===== src/core/bfs_pkg.sv =====
// Shared constants of the buck fault sequencer
package bfs_pkg;
   // Core clock and internal time base
   localparam int CLK_MHZ     = 200;
   localparam int TICK_US     = 1;
   localparam int TICK_CYCLES = CLK_MHZ * TICK_US;
   localparam int DIV_W       = 8;
   localparam logic [DIV_W-1:0] DIV_LAST = DIV_W'(TICK_CYCLES - 1);

   // Times in microseconds, as specified
   localparam int PG_DEGLITCH_US = 200;
   localparam int UV_WAIT_US     = 1000;
   localparam int HICCUP_US      = 7000;
   localparam int CFG_DELAY_US   = 100;
   localparam int CFG_SAMPLE_US  = 100;

   // Same times as counts of time-base ticks
   localparam int PG_DEGLITCH_TICKS = PG_DEGLITCH_US / TICK_US;
   localparam int UV_WAIT_TICKS     = UV_WAIT_US / TICK_US;
   localparam int HICCUP_TICKS      = HICCUP_US / TICK_US;
   localparam int CFG_DELAY_TICKS   = CFG_DELAY_US / TICK_US;
   localparam int CFG_SAMPLE_TICKS  = CFG_SAMPLE_US / TICK_US;

   // Timer counter width, enough for the hiccup interval
   localparam int TMR_W = 13;

   // Mode configuration fields
   localparam int LIM_W  = 2;
   localparam int FREQ_W = 2;
   localparam logic [LIM_W-1:0]  LIM_HIGHEST  = 2'h2;
   localparam logic [LIM_W-1:0]  LIM_FALLBACK = 2'h1;
   localparam logic [FREQ_W-1:0] FREQ_HIGHEST = 2'h2;
   localparam logic [LIM_W-1:0]  LIM_RESET    = 2'h0;
   localparam logic [FREQ_W-1:0] FREQ_RESET   = 2'h0;

   // Sequencer states
   typedef enum logic [3:0] {
      ST_STANDBY,
      ST_LOCKOUT,
      ST_THERMAL,
      ST_CFG_DELAY,
      ST_CFG_SAMPLE,
      ST_PREBIAS,
      ST_SOFTSTART,
      ST_RUN,
      ST_UV_WAIT,
      ST_HICCUP
   } bfs_state_e;
endpackage


===== src/core/bfs_timer.sv =====
// Restartable tick counter for deglitch, wait and hiccup intervals
`timescale 1ns/10ps
module bfs_timer (
   input  wire logic                    clk_i,
   input  wire logic                    reset_i,
   input  wire logic                    tick_i,
   input  wire logic                    run_i,
   input  wire logic [bfs_pkg::TMR_W-1:0] limit_i,
   output logic                         done_o
);
   import bfs_pkg::*;

   logic [TMR_W-1:0] count_reg;

   // Count ticks while qualified; drop back to zero the moment it clears
   always_ff @(posedge clk_i or posedge reset_i) begin
      if (reset_i) begin
         count_reg <= '0;
      end else if (!run_i) begin
         count_reg <= '0;
      end else if (tick_i && (count_reg != limit_i)) begin
         count_reg <= count_reg + TMR_W'(1);
      end
   end

   // Saturates at the limit, so done stays up while still qualified
   assign done_o = run_i && (count_reg == limit_i);
endmodule


===== src/core/bfs_config.sv =====
// Mode configuration holder, loaded once per supply cycle
`timescale 1ns/10ps
module bfs_config (
   input  wire logic                     clk_i,
   input  wire logic                     reset_i,
   input  wire logic                     capture_i,
   input  wire logic                     skip_i,
   input  wire logic [bfs_pkg::LIM_W-1:0]  limit_i,
   input  wire logic [bfs_pkg::FREQ_W-1:0] freq_i,
   output logic                          valid_o,
   output logic                          skip_o,
   output logic [bfs_pkg::LIM_W-1:0]       limit_o,
   output logic [bfs_pkg::FREQ_W-1:0]      freq_o
);
   import bfs_pkg::*;

   logic              load;
   logic              clamp;
   logic [LIM_W-1:0]  limit_next;

   // Top current limit is never offered at the top frequency
   assign clamp      = (freq_i == FREQ_HIGHEST) && (limit_i == LIM_HIGHEST);
   assign limit_next = clamp ? LIM_FALLBACK : limit_i;
   assign load       = capture_i && !valid_o;

   // Only the supply reset clears these; nothing else reloads them
   always_ff @(posedge clk_i or posedge reset_i) begin
      if (reset_i) begin
         valid_o <= 1'b0;
         skip_o  <= 1'b0;
         limit_o <= LIM_RESET;
         freq_o  <= FREQ_RESET;
      end else if (load) begin
         valid_o <= 1'b1;
         skip_o  <= skip_i;
         limit_o <= limit_next;
         freq_o  <= freq_i;
      end
   end
endmodule


===== src/core/bfs_sequencer.sv =====
// Start-up, protection and power-good sequencer of the step-down converter
`timescale 1ns/10ps
module bfs_sequencer #(
   parameter int PG_DEGLITCH_TICKS = bfs_pkg::PG_DEGLITCH_TICKS,
   parameter int UV_WAIT_TICKS     = bfs_pkg::UV_WAIT_TICKS,
   parameter int HICCUP_TICKS      = bfs_pkg::HICCUP_TICKS,
   parameter int CFG_DELAY_TICKS   = bfs_pkg::CFG_DELAY_TICKS,
   parameter int CFG_SAMPLE_TICKS  = bfs_pkg::CFG_SAMPLE_TICKS
) (
   input  wire logic                       clk_i,
   input  wire logic                       reset_i,
   input  wire logic                       enable_above_on_i,
   input  wire logic                       enable_below_off_i,
   input  wire logic                       supply_lockout_i,
   input  wire logic                       first_thermal_threshold_i,
   input  wire logic                       second_thermal_threshold_i,
   input  wire logic                       feedback_in_window_i,
   input  wire logic                       output_undervoltage_fault_i,
   input  wire logic                       output_overvoltage_fault_i,
   input  wire logic                       near_overvoltage_clamp_i,
   input  wire logic                       valley_overcurrent_limit_i,
   input  wire logic                       reference_above_feedback_i,
   input  wire logic                       external_ramp_lower_i,
   input  wire logic                       softstart_done_i,
   input  wire logic                       zero_current_i,
   input  wire logic                       mode_skip_i,
   input  wire logic [bfs_pkg::LIM_W-1:0]    mode_limit_i,
   input  wire logic [bfs_pkg::FREQ_W-1:0]   mode_freq_i,
   output logic                            raised_pullup_current_o,
   output logic                            softstart_release_o,
   output logic                            softstart_ground_o,
   output logic                            reference_external_o,
   output logic                            switching_enable_o,
   output logic                            low_side_hold_o,
   output logic                            low_side_force_on_o,
   output logic                            low_side_zero_off_o,
   output logic                            negative_limit_enable_o,
   output logic                            pulse_skip_operation_o,
   output logic                            output_in_window_flag_o,
   output logic                            output_in_window_flag_oe_o,
   output logic                            discharge_on_o,
   output logic                            internal_bias_rail_off_o,
   output logic                            hiccup_active_o,
   output logic                            standby_o,
   output logic                            cfg_sampling_o,
   output logic                            cfg_valid_o,
   output logic [bfs_pkg::LIM_W-1:0]         cfg_limit_o,
   output logic [bfs_pkg::FREQ_W-1:0]        cfg_freq_o
);
   import bfs_pkg::*;

   // Registered comparator flags
   logic en_on_reg;
   logic en_off_reg;
   logic lockout_reg;
   logic temp1_reg;
   logic temp2_reg;
   logic window_reg;
   logic uv_reg;
   logic ov_reg;
   logic near_ov_reg;
   logic valley_oc_reg;
   logic ref_gt_fb_reg;
   logic ext_low_reg;
   logic ss_done_reg;
   logic zero_reg;

   // Control state
   bfs_state_e       state_reg;
   bfs_state_e       state_next;
   logic             enable_reg;
   logic             enable_next;
   logic [DIV_W-1:0] div_reg;
   logic             tick;
   logic             bias_off_reg;
   logic             bias_off_next;
   logic             pg_release_reg;
   logic             pg_release_next;
   logic             discharge_reg;
   logic             discharge_next;

   // Timer handshakes
   logic pg_run;
   logic pg_done;
   logic uv_done;
   logic hic_done;
   logic dly_done;
   logic smp_done;
   logic cfg_skip;

   // Decoded state groups
   logic st_ramp;
   logic st_switch;
   logic st_startup;
   logic fault_pg_low;
   logic resume_ok;

   // Every analog flag passes through one flop before the sequencer looks at it
   always_ff @(posedge clk_i or posedge reset_i) begin
      if (reset_i) begin
         en_on_reg     <= 1'b0;
         en_off_reg    <= 1'b1;
         lockout_reg   <= 1'b1;
         temp1_reg     <= 1'b0;
         temp2_reg     <= 1'b0;
         window_reg    <= 1'b0;
         uv_reg        <= 1'b0;
         ov_reg        <= 1'b0;
         near_ov_reg   <= 1'b0;
         valley_oc_reg <= 1'b0;
         ref_gt_fb_reg <= 1'b0;
         ext_low_reg   <= 1'b0;
         ss_done_reg   <= 1'b0;
         zero_reg      <= 1'b0;
      end else begin
         en_on_reg     <= enable_above_on_i;
         en_off_reg    <= enable_below_off_i;
         lockout_reg   <= supply_lockout_i;
         temp1_reg     <= first_thermal_threshold_i;
         temp2_reg     <= second_thermal_threshold_i;
         window_reg    <= feedback_in_window_i;
         uv_reg        <= output_undervoltage_fault_i;
         ov_reg        <= output_overvoltage_fault_i;
         near_ov_reg   <= near_overvoltage_clamp_i;
         valley_oc_reg <= valley_overcurrent_limit_i;
         ref_gt_fb_reg <= reference_above_feedback_i;
         ext_low_reg   <= external_ramp_lower_i;
         ss_done_reg   <= softstart_done_i;
         zero_reg      <= zero_current_i;
      end
   end

   // One microsecond time base; all intervals count these ticks
   assign tick = (div_reg == DIV_LAST);

   always_ff @(posedge clk_i or posedge reset_i) begin
      if (reset_i) begin
         div_reg <= '0;
      end else begin
         div_reg <= tick ? '0 : div_reg + DIV_W'(1);
      end
   end

   // Enable hysteresis: on above the turn-on level, off only below turn-off
   assign enable_next = en_on_reg ? 1'b1 :
                        en_off_reg ? 1'b0 : enable_reg;

   // State groups used by the outputs
   assign st_ramp    = (state_reg == ST_PREBIAS) || (state_reg == ST_SOFTSTART) ||
                       (state_reg == ST_RUN) || (state_reg == ST_UV_WAIT);
   assign st_switch  = (state_reg == ST_SOFTSTART) || (state_reg == ST_RUN) ||
                       (state_reg == ST_UV_WAIT);
   assign st_startup = (state_reg == ST_PREBIAS) || (state_reg == ST_SOFTSTART);
   assign resume_ok  = enable_reg && !lockout_reg && !temp1_reg;

   // Timer qualifiers; each restarts when its condition drops
   assign pg_run = (state_reg == ST_RUN) && window_reg && !ov_reg && !uv_reg;

   bfs_timer u_pg_timer (
      .clk_i   (clk_i),
      .reset_i (reset_i),
      .tick_i  (tick),
      .run_i   (pg_run),
      .limit_i (TMR_W'(PG_DEGLITCH_TICKS)),
      .done_o  (pg_done)
   );

   bfs_timer u_uv_timer (
      .clk_i   (clk_i),
      .reset_i (reset_i),
      .tick_i  (tick),
      .run_i   ((state_reg == ST_UV_WAIT) && uv_reg),
      .limit_i (TMR_W'(UV_WAIT_TICKS)),
      .done_o  (uv_done)
   );

   bfs_timer u_hiccup_timer (
      .clk_i   (clk_i),
      .reset_i (reset_i),
      .tick_i  (tick),
      .run_i   (state_reg == ST_HICCUP),
      .limit_i (TMR_W'(HICCUP_TICKS)),
      .done_o  (hic_done)
   );

   bfs_timer u_cfg_delay_timer (
      .clk_i   (clk_i),
      .reset_i (reset_i),
      .tick_i  (tick),
      .run_i   (state_reg == ST_CFG_DELAY),
      .limit_i (TMR_W'(CFG_DELAY_TICKS)),
      .done_o  (dly_done)
   );

   bfs_timer u_cfg_sample_timer (
      .clk_i   (clk_i),
      .reset_i (reset_i),
      .tick_i  (tick),
      .run_i   (state_reg == ST_CFG_SAMPLE),
      .limit_i (TMR_W'(CFG_SAMPLE_TICKS)),
      .done_o  (smp_done)
   );

   // Mode settings are loaded at the end of the sampling window only
   bfs_config u_config (
      .clk_i     (clk_i),
      .reset_i   (reset_i),
      .capture_i (smp_done),
      .skip_i    (mode_skip_i),
      .limit_i   (mode_limit_i),
      .freq_i    (mode_freq_i),
      .valid_o   (cfg_valid_o),
      .skip_o    (cfg_skip),
      .limit_o   (cfg_limit_o),
      .freq_o    (cfg_freq_o)
   );

   // Sequencer; lockout and heat checked before anything else
   always_comb begin
      state_next = state_reg;
      if (lockout_reg) begin
         state_next = ST_LOCKOUT;
      end else if (temp1_reg) begin
         state_next = ST_THERMAL;
      end else if (!enable_reg) begin
         state_next = ST_STANDBY;
      end else begin
         case (state_reg)
            ST_STANDBY, ST_LOCKOUT, ST_THERMAL: begin
               // Resume reuses a held configuration, never resamples it
               state_next = cfg_valid_o ? ST_PREBIAS : ST_CFG_DELAY;
            end
            ST_CFG_DELAY: begin
               if (dly_done) begin
                  state_next = ST_CFG_SAMPLE;
               end
            end
            ST_CFG_SAMPLE: begin
               if (smp_done) begin
                  state_next = ST_PREBIAS;
               end
            end
            ST_PREBIAS: begin
               if (valley_oc_reg) begin
                  state_next = ST_HICCUP;
               end else if (ref_gt_fb_reg) begin
                  state_next = ST_SOFTSTART;
               end
            end
            ST_SOFTSTART: begin
               if (valley_oc_reg) begin
                  state_next = ST_HICCUP;
               end else if (ss_done_reg) begin
                  state_next = ST_RUN;
               end
            end
            ST_RUN: begin
               if (uv_reg) begin
                  state_next = ST_UV_WAIT;
               end
            end
            ST_UV_WAIT: begin
               if (!uv_reg) begin
                  state_next = ST_RUN;
               end else if (uv_done) begin
                  state_next = ST_HICCUP;
               end
            end
            ST_HICCUP: begin
               if (hic_done) begin
                  state_next = ST_PREBIAS;
               end
            end
            default: begin
               state_next = ST_STANDBY;
            end
         endcase
      end
   end

   // Bias rail cut once the second threshold is passed during shutdown, kept off until the first threshold clears
   assign bias_off_next = (state_reg == ST_THERMAL) && temp2_reg ? 1'b1 :
                          !temp1_reg ? 1'b0 : bias_off_reg;

   // Power-good is held low by any fault or during the ramp
   assign fault_pg_low    = uv_reg || ov_reg || temp1_reg || st_startup;
   assign pg_release_next = pg_done && !fault_pg_low;

   // Discharge covers overvoltage, hiccup, lockout, heat, standby and enable off
   assign discharge_next = !enable_reg || lockout_reg || temp1_reg ||
                           ov_reg || (state_reg == ST_HICCUP) ||
                           (state_reg == ST_STANDBY);

   always_ff @(posedge clk_i or posedge reset_i) begin
      if (reset_i) begin
         state_reg      <= ST_STANDBY;
         enable_reg     <= 1'b0;
         bias_off_reg   <= 1'b0;
         pg_release_reg <= 1'b0;
         discharge_reg  <= 1'b1;
      end else begin
         state_reg      <= state_next;
         enable_reg     <= enable_next;
         bias_off_reg   <= bias_off_next;
         pg_release_reg <= pg_release_next;
         discharge_reg  <= discharge_next;
      end
   end

   // Pull-up strength follows the hysteresis state
   assign raised_pullup_current_o = enable_reg;

   // Ramp runs from pre-bias on; grounded whenever not running
   assign softstart_release_o  = st_ramp;
   assign softstart_ground_o   = !st_ramp;
   assign reference_external_o = st_ramp && ext_low_reg;

   // Gate drive requests exist only while switching
   assign switching_enable_o      = st_switch;
   assign low_side_hold_o         = st_switch && valley_oc_reg;
   assign low_side_force_on_o     = st_switch && near_ov_reg;
   assign negative_limit_enable_o = st_switch && near_ov_reg;
   assign pulse_skip_operation_o  = st_switch && cfg_skip;
   // The clamp forces pulse-width operation, so zero-current cut-off yields to it
   assign low_side_zero_off_o = pulse_skip_operation_o && zero_reg &&
                                !near_ov_reg && !valley_oc_reg;

   // Open-drain pin: only ever drives low, enable high while pulling down
   assign output_in_window_flag_o    = 1'b0;
   assign output_in_window_flag_oe_o = !pg_release_reg;

   assign discharge_on_o           = discharge_reg;
   assign internal_bias_rail_off_o = bias_off_reg;
   assign hiccup_active_o          = (state_reg == ST_HICCUP);
   assign standby_o                = (state_reg == ST_STANDBY) && !resume_ok;
   assign cfg_sampling_o           = (state_reg == ST_CFG_SAMPLE);
endmodule


===== config.mk =====
export PLATFORM = sky130hd
export DESIGN_NAME = bfs_sequencer
export DESIGN_NICKNAME = d
export VERILOG_FILES = /design/src/core/bfs_pkg.sv /design/src/core/bfs_timer.sv /design/src/core/bfs_config.sv /design/src/core/bfs_sequencer.sv
export SDC_FILE = /design/constraint.sdc
export NUM_CORES = 1
export LEC_CHECK = 0
export BUFFER_PORTS_ARGS = -buffer_cell sky130_fd_sc_hd__buf_2
export CELL_PAD_IN_SITES_DETAIL_PLACEMENT = 0
export CELL_PAD_IN_SITES_GLOBAL_PLACEMENT = 1
export CORE_UTILIZATION = 53
export CTS_BUF_LIST = sky130_fd_sc_hd__clkbuf_4 sky130_fd_sc_hd__clkbuf_8
export DETAILED_ROUTE_END_ITERATION = 10
export PLACE_DENSITY_LB_ADDON = 0.05
export SKIP_CTS_REPAIR_TIMING = 1
export SLEW_MARGIN = 20
export SYNTH_ARGS = -nofsm -noshare
export SYNTH_HDL_FRONTEND = slang
export SYNTH_HIERARCHICAL = 1
export SYNTH_SLANG_ARGS = --single-unit

===== constraint.sdc =====
create_clock -name clk_i -period 8.5 [get_ports clk_i]
set_clock_uncertainty 0.15 [all_clocks]
set_input_delay 2.55 -clock clk_i [delete_from_list [all_inputs] [get_ports clk_i]]
set_output_delay 2.55 -clock clk_i [all_outputs]
set_load 0.01 [all_outputs]

==> results.tsv, run 1 <==
stage	metric	value	unit
outcome	outcome	complete, no violations	
logic_synthesis	Ys Warns	6	
worst_setup_path	worst r2r src	state_reg[1]	
logic_synthesis	Synth Flop Type	dfrtp_1	
route	WL/cell	14.7	um
timing	Least-Margin Pin Slew	0.838	ns
grt	number of global-route vias before repair	4499	
die	standard-cell row count	39	
worst_setup_path	CP endpoint kind	output port	
route	detailed-route DRC error count	0	
timing	Max Slew Vio Count	0	
min_path	Hold Crit Class	flip-flop to flip-flop	
route	Via density	5.42	
logic_synthesis	post-synth top area cell	dfrtp_1	
finish	nets@finish	753	
route	Routed Antenna Nets	0	
route	DRT Pass-1 Iters	4	
grt	Tot GR Track Use	0.234	
logic_synthesis	syn avg cell area	9.77	um2
logic_synthesis	share of the synthesized area in the top cell type	0.397	
timing	setup TNS	0	ns
finish	commonest non-fill, non-tap cell in the layout	dfrtp_1	
finish	Area growth syn-to-layout	12.4	%
die	Die X	110	um
die	chip height	110	um
pwr	VDD IR max	103	uV
min_path	hold path cells	1	
worst_setup_path	Worst Path Required	5.80	ns
finish	most frequent cells in the layout	dfrtp_1 (98), nand2_1 (79), xnor2_1 (68), conb_1 (66), mux2i_1 (43)	
min_path	HP Start	en_on_reg	
grt	largest net degree at the start of global routing	31	
clock_tree	H-tree levels	3	
placement	Place WS	4.05	ns
route	final wirelength	12800	um
worst_setup_path	critical path peak fanout	19	
timing	Final Hold Vio Count	0	
timing	Max Freq	205	MHz
finish	n_diodes	0	
route	Vias	4735	
worst_setup_path	CP arrival	2.17	ns
clock_tree	Max Buffers Root-to-Sink	2	
worst_setup_path	startpoint type of the worst setup path	flip-flop	
grt	initial antenna violation count	0	
clock_tree	Reg clk slew, reported paths	0.10	ns
logic_synthesis	number of synthesized register bits	101	
clock_tree	CTS buffer count	9	
logic_synthesis	Gate Count Post-Synth	632	
clock_tree	total clock sinks	101	
placement	placed cell area	6700	um2
logic_synthesis	sequential-to-total area share from yosys stat	0.410	
worst_setup_path	reg2reg path depth	7	
logic_synthesis	Netlist cell types	55	
timing	Final min period	4.87	ns
job	max-cap viol count	0	
timing	endpoints failing setup	0	
timing	RSZ-0062 raised after global routing	false	
die	Core ar.	11400	um2
finish	fill count	1011	
placement	Post-DP HPWL	9290	um
clock_tree	CTS root buffer	clkbuf_8	
timing	part of the cycle the worst path needs	0.573	
die	IO Count	43	
pwr	Pwr Density	132	nW/um2
placement	GPL Wtd Cong	0.799	
logic_synthesis	asr flop ratio synth	1.00	
clock_tree	CTS tree	yes	
timing	Worst Slack Setup Final	3.63	ns
logic_synthesis	Mapped Area	6180	um2
worst_setup_path	crit path kind	flip-flop to output port	
grt	Overflow after GRT	0	
logic_synthesis	Post-synth EDFFs	0	
clock_tree	clock latency on the worst-skew pair	0.38	ns
worst_setup_path	Worst Setup SP	state_reg[1]	
finish	layout cells sized above 1	0.122	
finish	Final Cell Area	6940	um2
logic_synthesis	ranking of synthesized cells by area	dfrtp_1 (40%), xnor2_1 (9.6%), mux2i_1 (7.0%)	
pwr	leakage power	2.70	nW
route	DRT iter0 DRCs	275	
placement	Buffers on Ports	41	
timing	Slew HR	0.437	
grt	first-pass GRT wire length	21500	um
die	starting density of the core	0.543	
die	die area	12100	um2
stage by stage:
step | power (mW) | cells | hold slack [ns] | util
after floorplan | 0.553 | 696 | 0.254 | -
after global placement | 0.570 | 858 | 0.264 | 0.589
after detailed placement | 0.571 | 858 | 0.273 | 0.589
after CTS | 0.931 | 874 | 0.297 | 0.610
after global routing | 0.960 | 874 | 0.301 | 0.611
final | 0.914 | 874 | 0.289 | 0.611
cells by family (layout without fill, tap and decap cells):
logic type / Yosys count / after routing / share of synthesized area
other: 2 / 66 / 0.00122
XOR/XNOR: 71 / 71 / 0.101
multiplexers: 49 / 49 / 0.0818
AND/OR/NAND/NOR: 278 / 278 / 0.264
adder cells (fa/ha/maj): 6 / 6 / 0.0122
AO/OA/AOI/OAI: 76 / 76 / 0.0909
buffers and inverters: 49 / 84 / 0.0397
flip-flops: 101 / 101 / 0.410
power breakdown:
part	total [mW]	internal, mW	switching, mW
sequential	0.494	0.486	0.00824
combinational	0.0673	0.0262	0.0411
clock	0.353	0.172	0.181
total	0.914	0.684	0.231
synthesized netlist by cell type, types with 3 or more instances:
master and number:
xor2_1 3, mux2_2 3, nand3b_1 3, buf_6 6, o31a_1 5, o21ai_0 9, nor2_1 18, nand2_1 79
nor4_4 5, nor4_1 15, nand3_1 24, clkbuf_2 5, a21boi_1 20, xnor2_1 68, nor2b_1 7, dfrtp_1 98
nor3_1 6, nand2b_1 31, mux2i_1 43, or4_1 16, dfstp_2 3, and2_1 9, o21a_1 5, a21oi_1 6
o31ai_1 16, or3_1 6, clkbuf_1 12, nor4b_1 15, and3_1 6, inv_1 22, nor3b_1 9, nand4_1 23
ha_1 6
worst max-delay path: stages, from the launching register on:
cell,delay [ns]
dfrtp_1,0.60
or4b_4,0.62
o21ai_2,0.12
and2_1,0.17
and3_1,0.15
buf_2,0.12
layout make-up:
type	instances	area (um2)	share of cell area
multi-input cells	546	3680	0.530
well taps	143	179	0.0258
repair buffers	46	243	0.0350
flip-flops and latches	101	2530	0.365
clock buffers	9	124	0.0178
clock inverters	7	105	0.0151
inverters	22	82.6	0.0119
routing by layer:
| metal | global-route usage | routed length, um | vias up |
|---|---|---|---|
| li1 | - | - | 2374 |
| met1 | 0.310 | 6050 | 2281 |
| met2 | 0.382 | 6200 | 69 |
| met3 | 0.0563 | 362 | 11 |
| met4 | 0.0648 | 186 | 0 |
| met5 | 0 | 0 | - |
final timing paths:
kind	end	slack (ns)
max in group asynchronous	internal_bias_rail_off_o	5.65
min	raised_pullup_current_o	0.29
max	low_side_zero_off_o	3.63
min reg2reg	raised_pullup_current_o	0.29
min in group asynchronous	u_config/freq_o[1]	2.01
max reg2reg	state_reg[2]	5.42
Note: power is estimated with default switching activity, not from simulation.
==> inputs of run 2 (changes only) <==
- CORE_UTILIZATION: 53 -> 49
- clock period: 8.5 -> 4.5 ns (I/O delays scaled with it)
==> run 2 against run 1 <==
Against the previous run: non-clock buffer count grew 3; power grew 84%; final cell count grew 3.2%; clock-buffer cell count grew 2; sequential power grew 89%; die area grew 8.0%; critical path type unchanged.
==> results.tsv, run 2 (synthesis gave the netlist of run 1 again) <==
stage	metric	value	unit
outcome	outcome	complete, no violations	
finish	Final Core Density	0.574	
grt	Tot GR Track Use	0.212	
clock_tree	CTS root buffer	clkbuf_8	
min_path	Hold Crit Class	flip-flop to flip-flop	
worst_setup_path	Max stage delay cell, worst path	or4b_4	
pwr	Net Sw Power	0.422	mW
worst_setup_path	cell family with most CP delay	simple AND/OR/NAND/NOR gates	
job	max-cap viol count	0	
grt	Overflow after GRT	0	
finish	commonest non-fill, non-tap cell in the layout	dfrtp_1	
placement	Buffers on Ports	41	
finish	layout cells sized above 1	0.125	
die	IO Count	43	
pwr	Flop pwr share	0.554	
pwr	Internal	1.26	mW
timing	Final Hold Vio Count	0	
worst_setup_path	CP arrival	2.17	ns
clock_tree	Max Buffers Root-to-Sink	2	
worst_setup_path	CP cell instances	or4b_4 -> o21ai_2 -> and2_1 -> and3_1 -> buf_2	
die	Core ar.	12200	um2
clock_tree	CTS tree	yes	
worst_setup_path	CP Buf/Inv Count	1	
worst_setup_path	crit path kind	flip-flop to output port	
timing	WHS	0.302	ns
min_path	HP Start	en_on_reg	
die	Die X	114	um
timing	Max Freq	273	MHz
route	detailed-route DRC error count	0	
clock_tree	total clock sinks	101	
route	Routed Antenna Nets	0	
timing	Slew HR	0.405	
route	Vias	4685	
die	die area	13100	um2
finish	Area growth syn-to-layout	13.0	%
clock_tree	Reg clk slew, reported paths	0.10	ns
route	DRT iter0 DRCs	314	
timing	Max Slew Vio Count	0	
timing	RSZ-0062 raised after global routing	false	
pwr	logic gate share of total power	0.075	
grt	largest net degree at the start of global routing	31	
route	WL/cell	13.9	um
placement	Post-DP HPWL	9030	um
finish	fill count	1097	
clock_tree	CTS buffer count	9	
route	DRT Pass-1 Iters	4	
timing	Final min period	3.67	ns
grt	number of global-route vias before repair	4526	
pwr	Pwr Density	241	nW/um2
timing	endpoints failing setup	0	
grt	first-pass GRT wire length	21900	um
pwr	VDD IR max	162	uV
pwr	switching share of power	0.251	
die	standard-cell row count	40	
clock_tree	clock latency on the worst-skew pair	0.38	ns
grt	initial antenna violation count	0	
worst_setup_path	critical path peak fanout	19	
die	starting density of the core	0.508	
pwr	Clk pwr share	0.371	
worst_setup_path	worst r2r src	div_reg[0]	
timing	part of the cycle the worst path needs	0.815	
worst_setup_path	startpoint type of the worst setup path	flip-flop	
finish	nets@finish	756	
finish	most frequent cells in the layout	dfrtp_1 (98), nand2_1 (79), xnor2_1 (68), conb_1 (66), mux2i_1 (43)	
worst_setup_path	slowest stage delay, CP	0.63	ns
worst_setup_path	CP endpoint kind	output port	
worst_setup_path	Worst Path Required	3.00	ns
pwr	power consumption	1.68	mW
route	Via density	5.19	
timing	setup TNS	0	ns
worst_setup_path	Worst Setup SP	state_reg[1]	
finish	n_diodes	0	
timing	Least-Margin Pin Slew	0.889	ns
route	final wirelength	12600	um
placement	GPL Wtd Cong	0.810	
die	chip height	114	um
pwr	leakage power	2.71	nW
clock_tree	H-tree levels	3	
[run 2: cell type report]
class	count	area, um2	share of cell area
Clock inverter	5	65.1	0.00932
Sequential cell	101	2530	0.363
Tap cell	168	210	0.0301
Inverter	22	82.6	0.0118
Timing Repair Buffer	49	265	0.0380
Multi-Input combinational cell	546	3670	0.526
Clock buffer	11	151	0.0217
[run 2: metal layers]
metal,share of wire,vias up,track usage
li1,-,2379,-
met2,0.49,40,0.354
met4,0.0032,0,0.0468
met5,0,-,0
met1,0.48,2264,0.281
met3,0.026,2,0.0503
[run 2: power by group through the flow]
stage	clock network, mW	logic (mW)	registers [mW]
2_1_floorplan	0	0.103	0.942
3_3_place_gp	0	0.127	0.950
4_1_cts	0.657	0.129	0.933
3_5_place_dp	0	0.128	0.951
5_1_grt	0.687	0.145	0.936
6_report	0.624	0.126	0.933
[run 2: worst reg2reg max path, cell delays in order (launching register included)]
cell and delay (ns):
dfrtp_1 0.38, ha_1 0.23, nand4_1 0.15, nor3b_2 0.75
buf_4 0.33, nand3_1 0.25, nor4b_1 0.45, mux2i_1 0.25
[run 2: worst paths after layout]
check | to | slack [ns] | cells after the start
max in group asynchronous | div_reg[2] | 2.78 | 2
hold / removal | raised_pullup_current_o | 0.30 | 1
setup reg to reg | u_hiccup_timer/count_reg[7] | 1.47 | 7
min in group asynchronous | u_config/valid_o | 0.82 | 2
setup / recovery | low_side_zero_off_o | 0.83 | 5
hold reg to reg | raised_pullup_current_o | 0.30 | 1
[run 2: per-stage QoR]
stage | instance area [um2] | setup slack [ns] | instances
finish | 6980 | 0.833 | 902
detailed placement | 6760 | 1.25 | 886
global route | 6980 | 0.684 | 902
floorplan | 6420 | 1.13 | 696
global placement | 6760 | 1.30 | 886
CTS | 6980 | 0.803 | 902
